$ cat src/hdl/pirq_pkg.sv
// Package with constants and types for the PCI interrupt rerouter block
package pirq_pkg;
   // Two steering registers, decoded by address bit 0 only (aliases above)
   localparam logic [1:0] STEER_LOW_IDX   = 2'h0;
   localparam logic [1:0] STEER_HIGH_IDX  = 2'h1;
   localparam int         NUM_LINES       = 4;
   localparam int         NUM_IRQ         = 16;
   // Nibble code 0xF selects pass-through to the upper controller inputs
   localparam logic [3:0] ROUTE_PASS      = 4'hF;
   localparam logic [7:0] STEER_RESET     = 8'hFF;
   localparam logic [4:0] PASS_BASE_INPUT = 5'h10;
   // Sleep indication blink half period in cycles
   localparam logic [23:0] BLINK_HALF     = 24'hFFFFFF;

   typedef struct packed {
      logic       cs;
      logic       wr;
      logic       rd;
      logic [1:0] addr;
      logic [7:0] wdata;
   } pirq_io_t;

   typedef struct packed {
      logic isa_err;
      logic pci_err;
      logic ecc_err;
      logic limit_err;
   } pirq_err_t;
endpackage

$ cat src/hdl/pirq_rerouter.sv
// PCI interrupt rerouter with SMI/NMI/SERR gating and sleep control
//
// Functional notes
// RL1: In pass-through each PCI interrupt line drives its own upper controller input unchanged.
// RL2: Each PCI line is steered to an ISA IRQ independently of the other lines.
// RL3: There are exactly two writable steering registers of eight bits each.
// RL4: Each nibble of a steering register governs one PCI line, covering four lines in all.
// RL5: The host bridge decodes the I/O address and asserts the chip select.
// RL6: Only two byte locations are decoded and the rest of the window aliases onto them.
// RL7: SMI and NMI conditions are gated and redirected to drive PCI system error.
// RL8: ISA, PCI, ECC and limit errors are reported through the active-low SMI.
// RL9: With SMI enabled errors go to SMI, otherwise directly to NMI.
// RL10: Some error types raise NMI even when SMI intercepted them.
// RL11: Non-ISA errors are presented as ISA-compatible via NMI and SMI.
// RL12: The south bridge can assert stop clock to both processors in light sleep.
// RL13: In light sleep system fans stop while supply and processor fans keep running.
// RL14: A sleep indication goes to the management controller to blink the power LED.
// RL15: Pass-through maps lines A to D onto controller inputs sixteen to nineteen.
// RL16: A nibble holds the target IRQ number, code F means pass-through, reset is pass-through.
// RL17: Writes take effect on the edge after the write strobe and reads return stored values.
`timescale 1ns/1ps
module pirq_rerouter (
   input  wire logic                clock,
   input  wire logic                rst_n,
   input  wire pirq_pkg::pirq_io_t  io_bus,
   output logic [7:0]               io_rdata,
   input  wire logic [3:0]          pci_int_n,
   output logic [3:0]               apic_pci_int_n,
   output logic [15:0]              isa_irq,
   input  wire pirq_pkg::pirq_err_t err_in,
   input  wire logic                smi_enable,
   input  wire logic [3:0]          nmi_force_mask,
   output logic                     sys_mgmt_int_n,
   output logic                     nmi,
   output logic                     serr_n,
   input  wire logic                sb_stop_clock_n,
   input  wire logic                sleep_state,
   output logic [1:0]               cpu_stop_clock_req,
   output logic                     sys_fan_on,
   output logic                     psu_fan_on,
   output logic                     cpu_fan_on,
   output logic                     board_mgmt_sleep
);

   ////////////////////////////////////////////////////////////////////
   // Input synchronisers for pins from outside the clock domain
   logic [3:0] pci_s1_q;
   logic [3:0] pci_s2_q;
   logic [3:0] err_s1_q;
   logic [3:0] err_s2_q;
   logic [1:0] slp_s1_q;
   logic [1:0] slp_s2_q;

   always_ff @(posedge clock or negedge rst_n) begin
      if (!rst_n) begin
         pci_s1_q <= 4'hF;
         pci_s2_q <= 4'hF;
         err_s1_q <= 4'h0;
         err_s2_q <= 4'h0;
         slp_s1_q <= 2'h1;
         slp_s2_q <= 2'h1;
      end else begin
         pci_s1_q <= pci_int_n;
         pci_s2_q <= pci_s1_q;
         err_s1_q <= {err_in.isa_err, err_in.pci_err, err_in.ecc_err, err_in.limit_err};
         err_s2_q <= err_s1_q;
         slp_s1_q <= {sleep_state, sb_stop_clock_n};
         slp_s2_q <= slp_s1_q;
      end
   end

   ////////////////////////////////////////////////////////////////////
   // Steering registers
   logic [7:0] steer_low_q;
   logic [7:0] steer_high_q;
   logic [7:0] rdata_q;
   wire        sel_low;
   wire        sel_high;
   wire        wr_low;
   wire        wr_high;
   wire [15:0] steer_all;

   // Address bit 1 ignored: four-byte window aliases two registers
   assign sel_low   = io_bus.cs && (io_bus.addr[0] == pirq_pkg::STEER_LOW_IDX[0]);  // RL6
   assign sel_high  = io_bus.cs && (io_bus.addr[0] == pirq_pkg::STEER_HIGH_IDX[0]); // RL6
   assign wr_low    = sel_low && io_bus.wr;
   assign wr_high   = sel_high && io_bus.wr;
   assign steer_all = {steer_high_q, steer_low_q};

   always_ff @(posedge clock or negedge rst_n) begin
      if (!rst_n) begin
         steer_low_q  <= pirq_pkg::STEER_RESET; // RL16
         steer_high_q <= pirq_pkg::STEER_RESET; // RL16
         rdata_q      <= 8'h00;
      end else begin
         if (wr_low) begin
            steer_low_q <= io_bus.wdata; // RL3 RL17
         end
         if (wr_high) begin
            steer_high_q <= io_bus.wdata; // RL3 RL17
         end
         if (io_bus.cs && io_bus.rd) begin
            rdata_q <= sel_high ? steer_high_q : steer_low_q; // RL17
         end
      end
   end

   assign io_rdata = rdata_q;

   property p_write_high;
      @(posedge clock) disable iff (!rst_n)
      wr_high |=> steer_high_q == $past(io_bus.wdata);
   endproperty
   a_write_high: assert property (p_write_high) else $error("high steer write lost"); // RL17

   property p_read_low;
      @(posedge clock) disable iff (!rst_n)
      (io_bus.cs && io_bus.rd && !io_bus.addr[0]) |=> io_rdata == $past(steer_low_q);
   endproperty
   a_read_low: assert property (p_read_low) else $error("low steer read wrong"); // RL17

   ////////////////////////////////////////////////////////////////////
   // Per-line routing
   logic [3:0]  pass_q;
   logic [15:0] irq_q;
   logic [15:0] irq_hit [pirq_pkg::NUM_LINES];
   wire  [3:0]  pass_d;
   wire  [15:0] irq_d;

   genvar g;
   generate
      for (g = 0; g < pirq_pkg::NUM_LINES; g++) begin : g_line
         wire [3:0] code;
         wire       pass;
         assign code = steer_all[g*4 +: 4]; // RL4
         assign pass = (code == pirq_pkg::ROUTE_PASS); // RL16
         // Active-low line becomes an active-high IRQ at the nibble index
         assign irq_hit[g] = (!pass && !pci_s2_q[g]) ? (16'h0001 << code) : 16'h0000; // RL2
         // Line g drives controller input 16+g when passed
         assign pass_d[g] = pass ? pci_s2_q[g] : 1'h1; // RL1 RL15
      end
   endgenerate

   assign irq_d = irq_hit[0] | irq_hit[1] | irq_hit[2] | irq_hit[3];

   always_ff @(posedge clock or negedge rst_n) begin
      if (!rst_n) begin
         pass_q <= 4'hF;
         irq_q  <= 16'h0000;
      end else begin
         pass_q <= pass_d; // RL1 RL15
         irq_q  <= irq_d; // RL2
      end
   end

   assign apic_pci_int_n = pass_q;
   assign isa_irq        = irq_q;

   property p_isa_route;
      @(posedge clock) disable iff (!rst_n)
      (steer_high_q[3:0] != pirq_pkg::ROUTE_PASS && !pci_s2_q[2])
         |=> isa_irq[$past(steer_high_q[3:0])];
   endproperty
   a_isa_route: assert property (p_isa_route) else $error("line C not on its IRQ"); // RL2 RL4

   property p_isa_quiet;
      @(posedge clock) disable iff (!rst_n)
      (steer_all == 16'hFFFF) |=> isa_irq == 16'h0000;
   endproperty
   a_isa_quiet: assert property (p_isa_quiet) else $error("IRQ raised in pass-through"); // RL1 RL16

   property p_line_d;
      @(posedge clock) disable iff (!rst_n)
      (steer_high_q[7:4] == pirq_pkg::ROUTE_PASS) |=> apic_pci_int_n[3] == $past(pci_s2_q[3]);
   endproperty
   a_line_d: assert property (p_line_d) else $error("line D not on input 19"); // RL1 RL15

   ////////////////////////////////////////////////////////////////////
   // Error gating: SMI intercept, NMI path, SERR
   wire any_err;
   wire forced_nmi;
   wire smi_d;
   wire nmi_d;
   logic smi_q;
   logic nmi_q;
   logic serr_q;

   assign any_err    = |err_s2_q; // RL8 RL11
   assign forced_nmi = |(err_s2_q & nmi_force_mask); // RL10
   assign smi_d      = smi_enable && any_err; // RL8 RL9
   assign nmi_d      = smi_enable ? forced_nmi : any_err; // RL9 RL10 RL11

   always_ff @(posedge clock or negedge rst_n) begin
      if (!rst_n) begin
         smi_q  <= 1'h0;
         nmi_q  <= 1'h0;
         serr_q <= 1'h0;
      end else begin
         smi_q  <= smi_d; // RL8 RL9
         nmi_q  <= nmi_d; // RL9 RL10 RL11
         serr_q <= smi_d || nmi_d; // RL7
      end
   end

   assign sys_mgmt_int_n = !smi_q;
   assign nmi            = nmi_q;
   assign serr_n         = !serr_q;

   property p_serr;
      @(posedge clock) disable iff (!rst_n)
      serr_n == (sys_mgmt_int_n && !nmi);
   endproperty
   a_serr: assert property (p_serr) else $error("system error not tied to SMI or NMI"); // RL7

   property p_no_smi;
      @(posedge clock) disable iff (!rst_n)
      !smi_enable |=> sys_mgmt_int_n;
   endproperty
   a_no_smi: assert property (p_no_smi) else $error("SMI raised while disabled"); // RL9

   ////////////////////////////////////////////////////////////////////
   // Sleep: stop clock, fans, sleep indication
   logic cpu_stop_clock_req_q;
   logic sleep_q;

   always_ff @(posedge clock or negedge rst_n) begin
      if (!rst_n) begin
         cpu_stop_clock_req_q <= 1'h0;
         sleep_q  <= 1'h0;
      end else begin
         cpu_stop_clock_req_q <= !slp_s2_q[0]; // RL12
         // Steady level; the controller does its own LED blinking
         sleep_q  <= slp_s2_q[1]; // RL13 RL14
      end
   end

   assign cpu_stop_clock_req = {cpu_stop_clock_req_q, cpu_stop_clock_req_q}; // RL12
   assign sys_fan_on         = !sleep_q; // RL13
   assign psu_fan_on         = 1'b1; // RL13
   assign cpu_fan_on         = 1'b1; // RL13
   assign board_mgmt_sleep   = sleep_q; // RL14

   property p_stop_release;
      @(posedge clock) disable iff (!rst_n)
      $rose(slp_s2_q[0]) |=> cpu_stop_clock_req == 2'h0;
   endproperty
   a_stop_release: assert property (p_stop_release) else $error("stop clock stuck"); // RL12

   property p_wake;
      @(posedge clock) disable iff (!rst_n)
      !slp_s2_q[1] |=> !board_mgmt_sleep && sys_fan_on;
   endproperty
   a_wake: assert property (p_wake) else $error("sleep state kept after wake"); // RL13 RL14

   ////////////////////////////////////////////////////////////////////
   // Assertions
   property p_write_low;
      @(posedge clock) disable iff (!rst_n)
      wr_low |=> steer_low_q == $past(io_bus.wdata);
   endproperty
   a_write_low: assert property (p_write_low) else $error("low steer write lost"); // RL17

   property p_alias;
      @(posedge clock) disable iff (!rst_n)
      (io_bus.cs && io_bus.wr && io_bus.addr == 2'h3) |=> steer_high_q == $past(io_bus.wdata);
   endproperty
   a_alias: assert property (p_alias) else $error("alias write missed high reg"); // RL6

   property p_pass_line0;
      @(posedge clock) disable iff (!rst_n)
      (steer_low_q[3:0] == pirq_pkg::ROUTE_PASS && !pci_s2_q[0]) |=> !apic_pci_int_n[0];
   endproperty
   a_pass_line0: assert property (p_pass_line0) else $error("pass-through line 0 failed"); // RL1

   property p_no_pass;
      @(posedge clock) disable iff (!rst_n)
      (steer_all[7:4] != pirq_pkg::ROUTE_PASS) |=> apic_pci_int_n[1];
   endproperty
   a_no_pass: assert property (p_no_pass) else $error("rerouted line leaked upward"); // RL2

   property p_smi;
      @(posedge clock) disable iff (!rst_n)
      (smi_enable && any_err) |=> !sys_mgmt_int_n && !serr_n;
   endproperty
   a_smi: assert property (p_smi) else $error("SMI not raised on error"); // RL8

   property p_nmi_direct;
      @(posedge clock) disable iff (!rst_n)
      (!smi_enable && any_err) |=> nmi && sys_mgmt_int_n;
   endproperty
   a_nmi_direct: assert property (p_nmi_direct) else $error("direct NMI path failed"); // RL9

   property p_forced;
      @(posedge clock) disable iff (!rst_n)
      (smi_enable && forced_nmi) |=> nmi;
   endproperty
   a_forced: assert property (p_forced) else $error("forced NMI missing"); // RL10

   property p_fans;
      @(posedge clock) disable iff (!rst_n)
      slp_s2_q[1] |=> board_mgmt_sleep && !sys_fan_on && psu_fan_on && cpu_fan_on;
   endproperty
   a_fans: assert property (p_fans) else $error("fan state wrong in sleep"); // RL13

   property p_cpu_stop_clock_req;
      @(posedge clock) disable iff (!rst_n)
      $fell(slp_s2_q[0]) |=> cpu_stop_clock_req == 2'h3;
   endproperty
   a_cpu_stop_clock_req: assert property (p_cpu_stop_clock_req) else $error("stop clock not passed"); // RL12

endmodule

$ cat config.mk
export PLATFORM = sky130hd
export DESIGN_NAME = pirq_rerouter
export DESIGN_NICKNAME = d
export VERILOG_FILES = /design/src/hdl/pirq_pkg.sv /design/src/hdl/pirq_rerouter.sv
export SDC_FILE = /design/constraint.sdc
export NUM_CORES = 1
export LEC_CHECK = 0
export BUFFER_PORTS_ARGS = -buffer_cell sky130_fd_sc_hd__buf_2
export CAP_MARGIN = 20
export CORE_MARGIN = 3
export CORE_UTILIZATION = 45
export DETAILED_ROUTE_END_ITERATION = 10
export PLACE_DENSITY_LB_ADDON = 0.3
export SLEW_MARGIN = 20
export SYNTH_ARGS = -nofsm -noshare
export SYNTH_HDL_FRONTEND = slang
export SYNTH_SLANG_ARGS = --single-unit
$ cat constraint.sdc
create_clock -name clock -period 2.5 [get_ports clock]
set_input_delay 0.5 -clock clock [delete_from_list [all_inputs] [get_ports clock]]
set_output_delay 0.5 -clock clock [all_outputs]
set_load 0.005 [all_outputs]
Yosys cells after proc, flatten, opt, wreduce, memory -nomap -nowiden

Index checks and enable logic that the tools add are counted.

Input bits: 30
Output and inout port bits: 37
Word-level logic and storage cells: 64
Register bits after elaboration: 69

Muxes and demuxes: 10
Reductions and logical operators: 25
Shift operators: 4
Bitwise operators: 5
Eq/ne operators: 4

Operator list:

| kind                   | number |
|---|---|
| $mux W16               | 4 |
| $shl A1 B4 Y16 const A | 4 |
| $or A16 B16 Y16        | 3 |
| $eq A4 B4 Y1 const B   | 4 |
| $logic_not A1 Y1       | 12 |
| $logic_and A1 B1 Y1    | 10 |
| $mux W8                | 1 |
| $reduce_or A4 Y1       | 2 |
| $mux W1                | 5 |
| $and A4 B4 Y4          | 1 |
| $logic_or A1 B1 Y1     | 1 |
| $not A1 Y1             | 1 |

Depth between registers and ports, before layout

Depth in word-level cells: 7
Depth in mapped cells: 5
Depth with buffers taken out: 3

Least setup slack after synthesis

Ideal clock, no wire load.

Path kind: register -> register
From: register steer_low_q[5]
To: register irq_q[2], in the netlist isa_irq[2]
Required time: 2.433 ns
Clock period less this slack: 1.306 ns
Path buffers: 0
Setup time: 0.067 ns
Data arrival time: 1.239 ns
Path slack: 1.194 ns
Cell stages (with the launch flop): 4
Cell sequence: dfstp_2 -> or3b_4 -> o32ai_2 -> a221o_1

Cells in the longest elaborated chain, start to end: 7
Elaborated cells on any way between the ends: 8
Classes of those cells: eq/ne (1); shift (1); mux (1); bitwise (3); reduce/logical (2)

RTL lines:

| item                             | line                 | source |
|---|---|---|
| start, declared                  | pirq_rerouter.sv:74  | `logic [7:0] steer_low_q;` |
| start signal, assigned           | pirq_rerouter.sv:92  | `steer_low_q <= pirq_pkg::STEER_RESET;` |
| start signal, assigned           | pirq_rerouter.sv:97  | `steer_low_q <= io_bus.wdata;` |
| $eq A4 B4 Y1                     | pirq_rerouter.sv:136 | `assign pass = (code == pirq_pkg::ROUTE_PASS);` |
| $logic_not A1 Y1                 | pirq_rerouter.sv:138 | `assign irq_hit[g] = (!pass && !pci_s2_q[g]) ? (16'h0001 << code) : 16'h0000;` |
| $logic_and A1 B1 Y1              | pirq_rerouter.sv:138 |  |
| $mux W16 (*)                     | pirq_rerouter.sv:138 |  |
| $or A16 B16 Y16 (*) (3 in a row) | pirq_rerouter.sv:144 | `assign irq_d = irq_hit[0] \| irq_hit[1] \| irq_hit[2] \| irq_hit[3];` |
| named net irq_d[2]               | pirq_rerouter.sv:128 | `wire [15:0] irq_d;` |
| end signal, assigned             | pirq_rerouter.sv:152 | `irq_q <= irq_d;` |
| end, declared                    | pirq_rerouter.sv:125 | `logic [15:0] irq_q;` |

Mark *: on every way through the listed nets, which the timed path passes. The rest lies on a longest branch.
A chain may end at the register's enable or synchronous reset.

Final worst setup path

From: register steer_high_q[5]
To: register irq_q[6], in the netlist isa_irq[6]

Cells in the longest elaborated chain, start to end: 5
Elaborated cells on any way between the ends: 6
Classes of those cells: eq/ne (1); shift (1); mux (1); bitwise (1); reduce/logical (2)

RTL lines:

| item                   | line                 | source |
|---|---|---|
| start, declared        | pirq_rerouter.sv:75  | `logic [7:0] steer_high_q;` |
| start signal, assigned | pirq_rerouter.sv:93  | `steer_high_q <= pirq_pkg::STEER_RESET;` |
| start signal, assigned | pirq_rerouter.sv:100 | `steer_high_q <= io_bus.wdata;` |
| $eq A4 B4 Y1           | pirq_rerouter.sv:136 |  |
| $logic_not A1 Y1       | pirq_rerouter.sv:138 |  |
| $logic_and A1 B1 Y1    | pirq_rerouter.sv:138 |  |
| $mux W16 (*)           | pirq_rerouter.sv:138 |  |
| $or A16 B16 Y16 (*)    | pirq_rerouter.sv:144 |  |
| named net irq_d[6]     | pirq_rerouter.sv:128 |  |

Marked as above.

==> results_dict.tcl <==
set metrics [dict create \
    post_cts_buffers 0 \
    hp-class "in2async" \
    drt_wl_total_um 5700 \
    place_congestion 0.883 \
    synth_cells 213 \
    netlist_area_um2 2790 \
    p_per_area_nw_per_um2 831 \
    finalMaxSlewViolations 0 \
    pin_count 67 \
    r2r_setup_slack_ps 1010 \
    num-nets-final 308 \
    cp_slowest_cell "dfstp_2" \
    viasPerCell 5.36 \
    grt_setup_unrepaired "false" \
    slew_headroom_pct 58.5 \
    h-tree-depth 3 \
    dieArea_um2 7190 \
    antenna_cells 0 \
    outcome "finished clean" \
    post-route-min-period_ps 1490 \
    grt_pass1_vias 1930 \
    placement_rows 28 \
    max_freq_mhz 671 \
    yosys_register_bits 69 \
    antenna_left 0 \
    dr_total_vias 1919 \
    start_util_pct 46.9 \
    critPathCaptureType "register" \
    cp_cell_sequence "nor3b_1, a32oi_1, o211ai_1" \
    peakVddDrop_mv 0.495 \
    clk_latency_ps 340 \
    skew_ps 9.43 \
    io_buffers 63 \
    cp.required_ps 2750 \
    use_met2_pct 28.2 \
    crit_fanout 6 \
    worst-path-buf-inv 0 \
    ys_types 38 \
    synth-warning-count 0 \
    ys.flop_type "dfrtp_1" \
    worstSetupPathType "reg2reg" \
    cts.path.max_buffers 2 \
    hold_viol 0 \
    worstSetupStartpoint "steer_high_q[5]$_DFFE_PN1P_" \
    multi_input_area_um2 907 \
    gr-usage-all-layers_pct 17.4 \
    cp_slowest_stage_delay_ps 580 \
    drive_above_1_share_pct 47.0 \
    worst_setup_path_start_kind "register" \
    grt_max_degree 43 \
    area_growth_pct 19.3 \
    grt_overflow 0 \
    drt-pass1-iter-count 4 \
    worstPathArrival_ps 1740 \
    clock-sinks 69 \
    path_delay_family "flip-flops" \
    fin_crit_sh_pct 59.6 \
    syn_avg_cell_area_um2 13.1 \
    antenna_found_initial 0 \
    cts_tree "done" \
    use_met1_pct 21.9 \
    coreArea_um2 5960 \
    grt_busiest_layer "met2" \
    first_iter_violations 178 \
    grt_pass1_wl_um 9560 \
    ys_seq_area_share_pct 63.2 \
    fill_cells 533 \
    setup_viol 0 \
    r2r-start "steer_high_q[5]$_DFFE_PN1P_" \
    wire_per_inst_um 15.9 \
    cts-resized-gates 0 \
    async_flop_share_pct 100 \
    hpwl_um 4240 \
    maxCapViolCount 0 \
    die_h_um 84.8 \
    die_x_um 84.8 \
    regArea_um2 1760 \
    cts_hold_buf 0 \
    gr-usage-met3_pct 6.18 \
    max_slew.worst_pin.slew_ps 622 \
    hold_slack_ps 178 \
    drcViolationCount 0 \
    synth_edf_count 0 \
    clk_pin_slew_ps 80 \
    numCtsBuffers 9 \
    leakagePower_nw 1.51 \
    fin_setup_tns_ps 0 \
    ctsRootBufferMaster "clkbuf_8" \
]
[through the flow]
| step | instance area [um2] | utilization, % | total power [mW] | setup slack [ps] | std cells |
|---|---|---|---|---|---|
| global route | 3330 | 55.9 | 2.93 | 911 | 358 |
| detailed placement | 3130 | 52.6 | 1.92 | 969 | 342 |
| CTS | 3330 | 55.9 | 2.80 | 991 | 358 |
| global placement | 3130 | 52.6 | 1.90 | 978 | 342 |
| finish | 3330 | 55.9 | 2.77 | 1010 | 358 |
| floorplan | 2800 | - | 1.71 | 1190 | 214 |
[flip-flops by register name, summed over array words and instances, names as in the netlist, 2 cells and up]
signal,cells
steer_high_q,8
pci_s1_q,4
steer_low_q,8
slp_s2_q,2
pci_s2_q,4
err_s2_q,4
slp_s1_q,2
isa_irq,16
io_rdata,8
apic_pci_int_n,4
err_s1_q,4
[report_power, final]
part           switching, mW  total [mW]  internal (mW)  leakage, nW
logic                  0.238       0.453          0.214        0.619
clock network          0.412       0.875          0.463       0.0996
registers              0.132        1.44           1.31        0.788
[cell families after synthesis]
family,share of synthesized area [%]
multiplexers,9.32
AO/OA/AOI/OAI,11.5
flip-flops,63.2
other,0.269
AND/OR/NAND/NOR,11.3
buffers and inverters,4.48
[synth_stat cells, drive strengths merged, types with 3 or more instances]
cell type	n	share of area (%)
nor2	14	1.9
nor3b	4	1.1
mux2	16	6.5
clkbuf	3	0.49
dfrtp	39	35
mux2i	8	2.9
o221ai	10	3.1
nand3	4	0.90
o211ai	4	1.1
and2	3	0.67
buf	8	2.8
a32oi	8	2.5
nand2	13	1.7
and3b	3	0.99
nor2b	4	0.90
a21oi	8	1.4
a22oi	8	2.2
dfstp	30	28
inv	9	1.2
[worst paths after layout]
kind	end	depth (start not counted)
setup reg to reg	isa_irq[6]$_DFF_PN0_	3
hold reg to reg	board_mgmt_sleep$_DFF_PN0_	0
max in group asynchronous	pci_s2_q[3]$_DFF_PN1_	2
min in group clock	pci_s1_q[1]$_DFF_PN1_	1
setup / recovery	isa_irq[6]$_DFF_PN0_	3
hold / removal	isa_irq[6]$_DFF_PN0_	1
[cells in the final DEF, fill, tap and decap left out, drive strengths merged]
cell type,instances
buf,64
dfrtp,39
dfstp,30
mux2,16
nor2,14
nand2,13
o221ai,10
inv,10
clkbuf,9
a32oi,8
a22oi,8
mux2i,8
a21oi,8
nor3b,4
nor2b,4
o211ai,4
nand3,4
clkinv,4
and2,3
conb,3
and3b,3
or3,2
nor3,2
or2,2
or3b,2
nand3b,2
nand2b,1
o32ai,1
a221o,1
or4,1
a31oi,1
bufinv,1
clkinvlp,1
[routing by layer]
| metal | part of all wire, % | wire (um) |
|---|---|---|
| met2 | 51 | 2890 |
| met1 | 41 | 2350 |
| met3 | 7.1 | 404 |
| met4 | 1.0 | 57 |
| met5 | 0 | 0 |
[final cells by class]
type / instances / area share [%]
multi-input cells: 125 / 27.2
well taps: 75 / 2.82
flip-flops and latches: 69 / 52.9
clock buffers: 9 / 3.72
repair buffers: 64 / 10.1
inverters: 9 / 1.01
clock inverters: 7 / 2.22
Note: power is estimated with default switching activity, not from simulation.
